## src/hw/pfrc_pkg.sv

```systemverilog
package pfrc_pkg;

  // serial control word
  localparam int unsigned WORD_W          = 24;
  localparam int unsigned ADDR_W          = 4;
  localparam logic [3:0]  ADDR_FASTLOCK   = 4'hD;
  localparam logic [3:0]  ADDR_RESET_TRI  = 4'hF;

  // fastlock word fields
  localparam int unsigned CSR_LSB         = 22;
  localparam int unsigned CSR_W           = 2;
  localparam int unsigned CPF_LSB         = 18;
  localparam int unsigned CPF_W           = 4;
  localparam int unsigned TOC_LSB         = 4;
  localparam int unsigned TOC_W           = 14;
  localparam int unsigned FL_CNT_W        = TOC_W + 1;
  localparam int unsigned GAIN_W          = CPF_W + 1;

  // timeout field codes
  localparam logic [13:0] TOC_HIZ         = 14'h0000;
  localparam logic [13:0] TOC_MANUAL      = 14'h0001;
  localparam logic [13:0] TOC_DRIVE_LOW   = 14'h0002;
  localparam logic [13:0] TOC_DRIVE_HIGH  = 14'h0003;
  localparam logic [13:0] TOC_TIMED_MIN   = 14'h0004;

  // cycle slip codes
  localparam logic [1:0]  CSR_OFF         = 2'h0;
  localparam logic [1:0]  CSR_HALF        = 2'h1;
  localparam logic [1:0]  CSR_QUARTER     = 2'h2;
  localparam logic [1:0]  CSR_SIXTEENTH   = 2'h3;
  localparam int unsigned CSR_CNT_W       = 4;

  // reset / tri-state word fields
  localparam int unsigned LDQ_BIT         = 13;
  localparam int unsigned AUX_RST_BIT     = 7;
  localparam int unsigned MAIN_RST_BIT    = 6;
  localparam int unsigned AUX_TRI_BIT     = 5;
  localparam int unsigned MAIN_TRI_BIT    = 4;
  localparam logic [9:0]  RT_HIGH_FIXED   = 10'h000;
  localparam logic [4:0]  RT_MID_FIXED    = 5'h09;
  localparam int unsigned LD_DIV_W        = 2;

  // reset values
  localparam logic [13:0] TOC_RST         = 14'h0000;
  localparam logic [3:0]  CPF_RST         = 4'h0;
  localparam logic [1:0]  CSR_RST         = 2'h0;
  localparam logic        BIT_RST         = 1'b0;

  // power-up counter reset length in mclk cycles
  localparam int unsigned PWRUP_RST_CYC   = 8;
  localparam int unsigned PWRUP_CNT_W     = 4;

  typedef enum logic [1:0]
  {
    FL_IDLE   = 2'b00,
    FL_TIMED  = 2'b01,
    FL_MANUAL = 2'b11
  } pfrc_fl_state_t;

endpackage

```

## src/hw/pfrc_word_if.sv

```systemverilog
`timescale 1ns/1ns
interface pfrc_word_if;
  logic [23:0] word;
  logic        valid;
  modport src (output word, output valid);
  modport dst (input word, input valid);
endinterface

```

## src/hw/pfrc_serial_rx.sv

```systemverilog
`timescale 1ns/1ns
module pfrc_serial_rx
  import pfrc_pkg::*;
(
  // clock and reset
  input  wire logic mclk,
  input  wire logic rstn,
  // three-wire serial pins
  input  wire logic ser_clk,
  input  wire logic ser_data,
  input  wire logic ser_latch,
  // received words
  pfrc_word_if.src  wr
);

  logic [2:0]        clk_sync_reg;
  logic [1:0]        dat_sync_reg;
  logic [2:0]        le_sync_reg;
  logic [WORD_W-1:0] shift_reg;
  logic [WORD_W-1:0] word_reg;
  logic              valid_reg;

  // two-flop synchronisers plus one history stage for edges
  always_ff @(posedge mclk or negedge rstn)
  begin
    if (!rstn)
    begin
      clk_sync_reg <= 3'h0;
      dat_sync_reg <= 2'h0;
      le_sync_reg  <= 3'h0;
    end
    else
    begin
      clk_sync_reg <= {clk_sync_reg[1:0], ser_clk};
      dat_sync_reg <= {dat_sync_reg[0], ser_data};
      le_sync_reg  <= {le_sync_reg[1:0], ser_latch};
    end
  end

  // msb first, data taken on rising serial clock
  always_ff @(posedge mclk or negedge rstn)
  begin
    if (!rstn)
      shift_reg <= '0;
    else if (clk_sync_reg[1] && !clk_sync_reg[2])
      shift_reg <= {shift_reg[WORD_W-2:0], dat_sync_reg[1]};
  end

  // word handed over on rising latch
  always_ff @(posedge mclk or negedge rstn)
  begin
    if (!rstn)
    begin
      word_reg  <= '0;
      valid_reg <= 1'b0;
    end
    else
    begin
      valid_reg <= le_sync_reg[1] && !le_sync_reg[2];
      if (le_sync_reg[1] && !le_sync_reg[2])
        word_reg <= shift_reg;
    end
  end

  assign wr.word  = word_reg;
  assign wr.valid = valid_reg;

endmodule

```

## src/hw/pfrc_top.sv

```systemverilog
`timescale 1ns/1ns
module pfrc_top
  import pfrc_pkg::*;
(
  // clock and reset
  input  wire logic              mclk,
  input  wire logic              rstn,
  // three-wire serial pins
  input  wire logic              ser_clk,
  input  wire logic              ser_data,
  input  wire logic              ser_latch,
  // power-up sources
  input  wire logic              chip_enable,
  input  wire logic              sw_powerup,
  // comparison events, one-cycle pulses
  input  wire logic              main_cmp_evt,
  input  wire logic              aux_cmp_evt,
  // fastlock pin
  output logic                   fastlock_out_pin,
  output logic                   fastlock_out_pin_oe,
  // fastlock and charge pump
  output logic                   fastlock_active,
  output logic [GAIN_W-1:0]      main_fastlock_pump_gain,
  output logic [CSR_W-1:0]       cycle_slip_rate_sel,
  output logic                   main_pd_sample,
  // lock detect strobes
  output logic                   main_ld_strobe,
  output logic                   aux_ld_strobe,
  // counter reset and tri-state
  output logic                   main_counter_reset,
  output logic                   aux_counter_reset,
  output logic                   main_pump_tristate,
  output logic                   aux_pump_tristate
);

  pfrc_word_if wif ();

  pfrc_serial_rx u_rx
  (
    .mclk      (mclk),
    .rstn      (rstn),
    .ser_clk   (ser_clk),
    .ser_data  (ser_data),
    .ser_latch (ser_latch),
    .wr        (wif.src)
  );

  // sample-enable mask for the cycle-slip divider
  function automatic logic [CSR_CNT_W-1:0] csr_mask(input logic [CSR_W-1:0] code);
    case (code)
      CSR_OFF:       csr_mask = 4'h0;
      CSR_HALF:      csr_mask = 4'h1;
      CSR_QUARTER:   csr_mask = 4'h3;
      CSR_SIXTEENTH: csr_mask = 4'hF;
      default:       csr_mask = 4'h0;
    endcase
  endfunction

  logic [TOC_W-1:0]       toc_reg;
  logic [CPF_W-1:0]       cpf_reg;
  logic [CSR_W-1:0]       csr_reg;
  logic                   ldq_reg;
  logic                   aux_rst_reg;
  logic                   main_rst_reg;
  logic                   aux_tri_reg;
  logic                   main_tri_reg;
  logic                   fl_wr;
  logic                   rt_wr;
  logic [TOC_W-1:0]       wr_toc;
  pfrc_fl_state_t         fl_state_reg;
  pfrc_fl_state_t         fl_state_next;
  logic [FL_CNT_W-1:0]    fl_cnt_reg;
  logic [1:0]             ce_sync_reg;
  logic                   ce_prev_reg;
  logic [PWRUP_CNT_W-1:0] pwrup_cnt_reg;
  logic                   pwrup_evt;
  logic [CSR_CNT_W-1:0]   csr_cnt_reg;
  logic [LD_DIV_W-1:0]    ld_cnt_reg;
  logic                   fl_on;
  logic [TOC_W-1:0]       toc_cur;
  logic [CPF_W-1:0]       cpf_cur;

  // word decode
  assign wr_toc = wif.word[TOC_LSB +: TOC_W];
  assign fl_wr  = wif.valid && (wif.word[ADDR_W-1:0] == ADDR_FASTLOCK);
  assign rt_wr  = wif.valid && (wif.word[ADDR_W-1:0] == ADDR_RESET_TRI)
               && (wif.word[23:14] == RT_HIGH_FIXED)
               && (wif.word[12:8] == RT_MID_FIXED);

  // fastlock word fields
  always_ff @(posedge mclk or negedge rstn)
  begin
    if (!rstn)
    begin
      toc_reg <= TOC_RST;
      cpf_reg <= CPF_RST;
      csr_reg <= CSR_RST;
    end
    else if (fl_wr)
    begin
      toc_reg <= wr_toc;
      cpf_reg <= wif.word[CPF_LSB +: CPF_W];
      csr_reg <= wif.word[CSR_LSB +: CSR_W];
    end
  end

  // reset and tri-state word fields
  always_ff @(posedge mclk or negedge rstn)
  begin
    if (!rstn)
    begin
      ldq_reg      <= BIT_RST;
      aux_rst_reg  <= BIT_RST;
      main_rst_reg <= BIT_RST;
      aux_tri_reg  <= BIT_RST;
      main_tri_reg <= BIT_RST;
    end
    else if (rt_wr)
    begin
      ldq_reg      <= wif.word[LDQ_BIT];
      aux_rst_reg  <= wif.word[AUX_RST_BIT];
      main_rst_reg <= wif.word[MAIN_RST_BIT];
      aux_tri_reg  <= wif.word[AUX_TRI_BIT];
      main_tri_reg <= wif.word[MAIN_TRI_BIT];
    end
  end

  // fastlock state
  always_comb
  begin
    fl_state_next = fl_state_reg;
    if (fl_wr)
    begin
      if (wr_toc == TOC_MANUAL)
        fl_state_next = FL_MANUAL;
      else if (wr_toc >= TOC_TIMED_MIN)
        fl_state_next = FL_TIMED;
      else
        fl_state_next = FL_IDLE;
    end
    else
    begin
      case (fl_state_reg)
        FL_IDLE:   fl_state_next = FL_IDLE;
        FL_TIMED:
          if (main_cmp_evt && fl_cnt_reg <= FL_CNT_W'(1))
            fl_state_next = FL_IDLE;
        FL_MANUAL: fl_state_next = FL_MANUAL;
        default:   fl_state_next = FL_IDLE;
      endcase
    end
  end

  always_ff @(posedge mclk or negedge rstn)
  begin
    if (!rstn)
      fl_state_reg <= FL_IDLE;
    else
      fl_state_reg <= fl_state_next;
  end

  // timed fastlock lasts twice the timeout in comparison events
  always_ff @(posedge mclk or negedge rstn)
  begin
    if (!rstn)
      fl_cnt_reg <= '0;
    else if (fl_wr)
      fl_cnt_reg <= {wr_toc, 1'b0};
    else if (fl_state_reg == FL_TIMED && main_cmp_evt && fl_cnt_reg != '0)
      fl_cnt_reg <= fl_cnt_reg - FL_CNT_W'(1);
  end

  assign fl_on = (fl_state_next != FL_IDLE);

  // fields as they stand after this edge, so pin and gain move with the state
  assign toc_cur = fl_wr ? wr_toc : toc_reg;
  assign cpf_cur = fl_wr ? wif.word[CPF_LSB +: CPF_W] : cpf_reg;

  // fastlock outputs
  always_ff @(posedge mclk or negedge rstn)
  begin
    if (!rstn)
    begin
      fastlock_active         <= 1'b0;
      main_fastlock_pump_gain <= '0;
    end
    else
    begin
      fastlock_active <= fl_on;
      if (fl_on)
        main_fastlock_pump_gain <= {1'b0, cpf_cur} + GAIN_W'(1);
      else
        main_fastlock_pump_gain <= '0;
    end
  end

  // fastlock pin function
  always_ff @(posedge mclk or negedge rstn)
  begin
    if (!rstn)
    begin
      fastlock_out_pin    <= 1'b0;
      fastlock_out_pin_oe <= 1'b0;
    end
    else
    begin
      if (toc_cur == TOC_HIZ)
      begin
        fastlock_out_pin    <= 1'b0;
        fastlock_out_pin_oe <= 1'b0;
      end
      else if (toc_cur == TOC_MANUAL)
      begin
        fastlock_out_pin    <= 1'b0;
        fastlock_out_pin_oe <= 1'b1;
      end
      else if (toc_cur == TOC_DRIVE_LOW)
      begin
        fastlock_out_pin    <= 1'b0;
        fastlock_out_pin_oe <= 1'b1;
      end
      else if (toc_cur == TOC_DRIVE_HIGH)
      begin
        fastlock_out_pin    <= 1'b1;
        fastlock_out_pin_oe <= 1'b1;
      end
      else
      begin
        fastlock_out_pin    <= 1'b0;
        fastlock_out_pin_oe <= (fl_state_next == FL_TIMED);
      end
    end
  end

  // cycle-slip sample-rate reduction
  always_ff @(posedge mclk or negedge rstn)
  begin
    if (!rstn)
    begin
      csr_cnt_reg         <= '0;
      main_pd_sample      <= 1'b0;
      cycle_slip_rate_sel <= CSR_RST;
    end
    else
    begin
      cycle_slip_rate_sel <= csr_reg;
      if (main_cmp_evt)
        csr_cnt_reg <= csr_cnt_reg + CSR_CNT_W'(1);
      main_pd_sample <= main_cmp_evt
                     && ((csr_cnt_reg & csr_mask(csr_reg)) == '0);
    end
  end

  // lock detect strobes
  always_ff @(posedge mclk or negedge rstn)
  begin
    if (!rstn)
    begin
      ld_cnt_reg     <= '0;
      main_ld_strobe <= 1'b0;
      aux_ld_strobe  <= 1'b0;
    end
    else
    begin
      if (main_cmp_evt)
        ld_cnt_reg <= ld_cnt_reg + LD_DIV_W'(1);
      main_ld_strobe <= main_cmp_evt && (!ldq_reg || ld_cnt_reg == '0);
      aux_ld_strobe  <= aux_cmp_evt;
    end
  end

  // power-up detection from the chip-enable pin or software
  always_ff @(posedge mclk or negedge rstn)
  begin
    if (!rstn)
    begin
      ce_sync_reg <= 2'h0;
      ce_prev_reg <= 1'b0;
    end
    else
    begin
      ce_sync_reg <= {ce_sync_reg[0], chip_enable};
      ce_prev_reg <= ce_sync_reg[1];
    end
  end

  assign pwrup_evt = (ce_sync_reg[1] && !ce_prev_reg) || sw_powerup;

  // counter reset held for a fixed time after power-up
  always_ff @(posedge mclk or negedge rstn)
  begin
    if (!rstn)
      pwrup_cnt_reg <= PWRUP_CNT_W'(PWRUP_RST_CYC);
    else if (pwrup_evt)
      pwrup_cnt_reg <= PWRUP_CNT_W'(PWRUP_RST_CYC);
    else if (pwrup_cnt_reg != '0)
      pwrup_cnt_reg <= pwrup_cnt_reg - PWRUP_CNT_W'(1);
  end

  // counter reset and charge pump tri-state
  always_ff @(posedge mclk or negedge rstn)
  begin
    if (!rstn)
    begin
      main_counter_reset <= 1'b1;
      aux_counter_reset  <= 1'b1;
      main_pump_tristate <= 1'b1;
      aux_pump_tristate  <= 1'b1;
    end
    else
    begin
      main_counter_reset <= main_rst_reg || pwrup_evt || pwrup_cnt_reg != '0;
      aux_counter_reset  <= aux_rst_reg || pwrup_evt || pwrup_cnt_reg != '0;
      main_pump_tristate <= main_rst_reg || main_tri_reg || pwrup_evt
                         || pwrup_cnt_reg != '0;
      aux_pump_tristate  <= aux_rst_reg || aux_tri_reg || pwrup_evt
                         || pwrup_cnt_reg != '0;
    end
  end

endmodule

```

## config.mk

```make
export PLATFORM = sky130hd
export DESIGN_NAME = pfrc_top
export DESIGN_NICKNAME = d
export VERILOG_FILES = /design/src/hw/pfrc_pkg.sv /design/src/hw/pfrc_word_if.sv /design/src/hw/pfrc_serial_rx.sv /design/src/hw/pfrc_top.sv
export SDC_FILE = /design/constraint.sdc
export NUM_CORES = 1
export LEC_CHECK = 0
export BUFFER_PORTS_ARGS = -buffer_cell sky130_fd_sc_hd__buf_4
export CELL_PAD_IN_SITES_DETAIL_PLACEMENT = 0
export CELL_PAD_IN_SITES_GLOBAL_PLACEMENT = 1
export CORE_MARGIN = 3
export CORE_UTILIZATION = 45
export CTS_CLUSTER_SIZE = 10
export DETAILED_ROUTE_END_ITERATION = 8
export HOLD_SLACK_MARGIN = 0.02
export PLACE_DENSITY_LB_ADDON = 0.1
export SLEW_MARGIN = 40
export SYNTH_ARGS = -nofsm -noshare
export SYNTH_HDL_FRONTEND = slang
export SYNTH_SLANG_ARGS = --single-unit
```

## constraint.sdc

```tcl
create_clock -name mclk -period 2.2 [get_ports mclk]
set_clock_uncertainty 0.2 [all_clocks]
set_input_delay 0.11 -clock mclk [delete_from_list [all_inputs] [get_ports mclk]]
set_output_delay 0.11 -clock mclk [all_outputs]
set_load 0.05 [all_outputs]
```

==> impl_metrics.yaml <==
status:
  status: "completed"
cells_and_area:
  nFillCells: 918
  drive_above_1_share_pct: 30.00
  finalCoreUtilization_pct: 57.92
  fin_nets: 494
  area.growth.synth_to_final_pct: 23.27
  fin_cells: 630
  diodes: 0
routing:
  ant_nets: 0
  avgViaCountPerCell: 5.229
  routed_wl_um: 9772
  vias: 3294
  wl_per_cell_um: 15.51
  drc: 0
  drt-initial-drc-count: 157
  dr.pass1.iters: 4
synthesis:
  synth.largest_area_cell: "dfrtp_1"
  syn_area_per_cell_um2: 12.33
  synth_ff_type: "dfrtp_1"
  synth_edf_count: 0
  ys_warn_count: 0
  synthMuxAreaShare_pct: 12.31
  synth_common_cells: "dfrtp_1 (124), nand2_1 (63), mux2_2 (56)"
  synthTopCellsByArea: "dfrtp_1 (60%), mux2_2 (12%), nand2_1 (4.5%)"
  yosysMostFrequentCell: "dfrtp_1"
  yosysUniqueCellTypes: 50
  synth_adder_area_share_pct: 1.923
  ys_async_sr_fraction_pct: 100.0
  syn_area_um2: 5205
  ys_ff_latch: 129
  synth_xor_area_share_pct: 2.692
  synthesis.nets: 439
  yosys.area_share.simple_pct: 13.12
  netlist.area_leader.share_pct: 59.62
  synth_compound_area_share_pct: 5.938
  synth_top_family_by_area: "simple AND/OR/NAND/NOR gates"
  synth_cells: 422
  yosysSeqAreaShare_pct: 62.14
power_and_ir_drop:
  leakage_nw: 3.003
  max-vdd-ir-drop_v: 0.0007470
  pwr_density_cell_nw_per_um2: 1238
  clockPowerShare_pct: 37.3
  power_switching_mw: 2.293
  internal-power_mw: 5.649
  p_comb_share_pct: 19.1
  pwr-share-seq_pct: 43.6
  switching_share_pct: 28.87
min_path:
  hold_class: "in2async"
setup_path:
  endpoint_kind: "register"
  critPathRequiredTime_ps: 2290
  r2r_cells: 5
  crit_path_start_kind: "register"
  crit_type: "reg2reg"
  cp_max_fo: 7
  worst_ep_arrival_time_ps: 2240
grt:
  grt-ovfl-total: 0
  track_usage_pct: 16.60
  first_global_vias: 3410
  grt_pass1_wl_um: 16600
  antenna_found_initial: 0
  grt_max_degree: 83
placed_design:
  routabilityCongestion: 0.7750
  dp_hpwl_um: 6521
  portBuffers: 25
  dp_cells: 589
clock_network:
  clk_latency_ps: 410
  cts_sinks: 129
  numCtsBuffers: 17
  htree_levels: 4
  path_clk_slew_ps: 60
  cts_root_buf: "clkbuf_16"
  postCtsSetupBuffers: 0
  clockBufferDepth: 2
  cts_tree: "yes"
timing:
  worst_pin_slew_ps: 430.4
  rsz0062_at_grt: "no"
  fmax_mhz: 464.8
  finalHoldViolations: 0
  post-route-period-util_pct: 97.78
  slew_viol_final: 0
  timing.setup.tns_ps: 0
  finalSetupViolCount: 0
  relSlewSlack_pct: 71.30
  post-route-min-period_ps: 2151
die:
  dieArea_um2: 12890
  die_w_um: 113.6
  start_util_pct: 46.98
  coreArea_um2: 11080
  die_height_um: 113.6
  io_pins: 26
  fp-row-count: 38
run:
  max_cap_violations: 0
[power by group through the flow]
stage | combinational, mW | clock, mW | sequential [mW]
after floorplan | 0.995 | 0 | 3.47
after global routing | 1.70 | 3.15 | 3.56
final | 1.52 | 2.97 | 3.46
after global placement | 1.48 | 0 | 3.47
after CTS | 1.54 | 3.04 | 3.46
after detailed placement | 1.51 | 0 | 3.49
[per-layer routing]
layer  global-route usage, %  wire length (um)  vias to the layer above
met5                       0                 0                        -
met4                   6.170               110                        0
met3                   5.146               247                        8
met2                   26.34              4795                       37
met1                   21.54              4618                     1665
li1                        -                 -                     1584
[placed cells by master, fill, tap and decap left out, types with 3 or more instances in the layout]
master,instances
dfstp_2,5
xor2_1,9
nand2_1,63
inv_1,10
ha_1,8
o21ai_0,10
buf_4,41
dfrtp_1,124
clkbuf_16,17
bufinv_16,4
nand3_1,8
nand4b_1,3
xnor2_1,7
nor2_1,21
a21oi_1,5
o21ai_1,4
or3_1,5
buf_12,3
dlygate4sd3_1,8
nor4_1,6
nand4_1,5
o211ai_1,3
nor3_1,10
mux2_2,56
clkinvlp_4,5
or4_1,3
and3_1,3
a21o_1,3
[worst paths after layout]
kind | slack (ps) | startpoint | to
max | 50 | fl_cnt_reg[0] | fl_cnt_reg[13]
min | 50 | rstn | fl_cnt_reg[8]
max reg2reg | 50 | fl_cnt_reg[0] | fl_cnt_reg[13]
min reg2reg | 150 | u_rx.dat_sync_reg[0] | u_rx.dat_sync_reg[1]
max in group asynchronous | 1280 | rstn | pwrup_cnt_reg[3]
min in group mclk | 150 | u_rx.dat_sync_reg[0] | u_rx.dat_sync_reg[1]
[kinds of logic (layout without fill, tap and decap cells)]
family | after synthesis | after routing
multiplexers | 57 | 57
AO/OA/AOI/OAI | 44 | 44
AND/OR/NAND/NOR | 142 | 142
adder cells (fa/ha/maj) | 8 | 8
XOR/XNOR | 16 | 16
flip-flops | 129 | 129
buffers and inverters | 26 | 94
[per-stage QoR]
stage / worst slack (ps) / instance area [um2] / hold WS (ps) / total power [mW]
finish: 48.74 / 6416 / 49.84 / 7.942
global route: 1.584 / 6416 / 52.65 / 8.399
CTS: 25.73 / 6414 / 53.41 / 8.035
detailed placement: 34.24 / 5675 / -147.4 / 5.005
global placement: 51.55 / 5675 / -153.5 / 4.954
floorplan: 46.92 / 5205 / -385.6 / 4.464
[area by class of cell]
cell class	count	area [um2]	share of cell area [%]
clock buffers	19	452.9	7.059
clock inverters	13	185.2	2.886
inverters	10	37.54	0.5850
multi-input cells	267	1883	29.35
flip-flops and latches	129	3234	50.41
well taps	140	175.2	2.730
repair buffers	52	447.9	6.981
[worst max-delay path, cell delays in order, from the launching register on]
cell and delay, ps:
dfrtp_1 400, nor2_2 140, or4b_4 480, o21bai_4 220
o211a_1 220, or3_1 360
[timing repair]
| action | CTS | global route |
|---|---|---|
| gates resized for setup | 0 | 1 |
| endpoints found under the setup margin | 0 | 2 |
| hold buffers | 9 | 0 |
| hold endpoints to repair | 145 | 0 |
(Power assumes the default switching activity.)
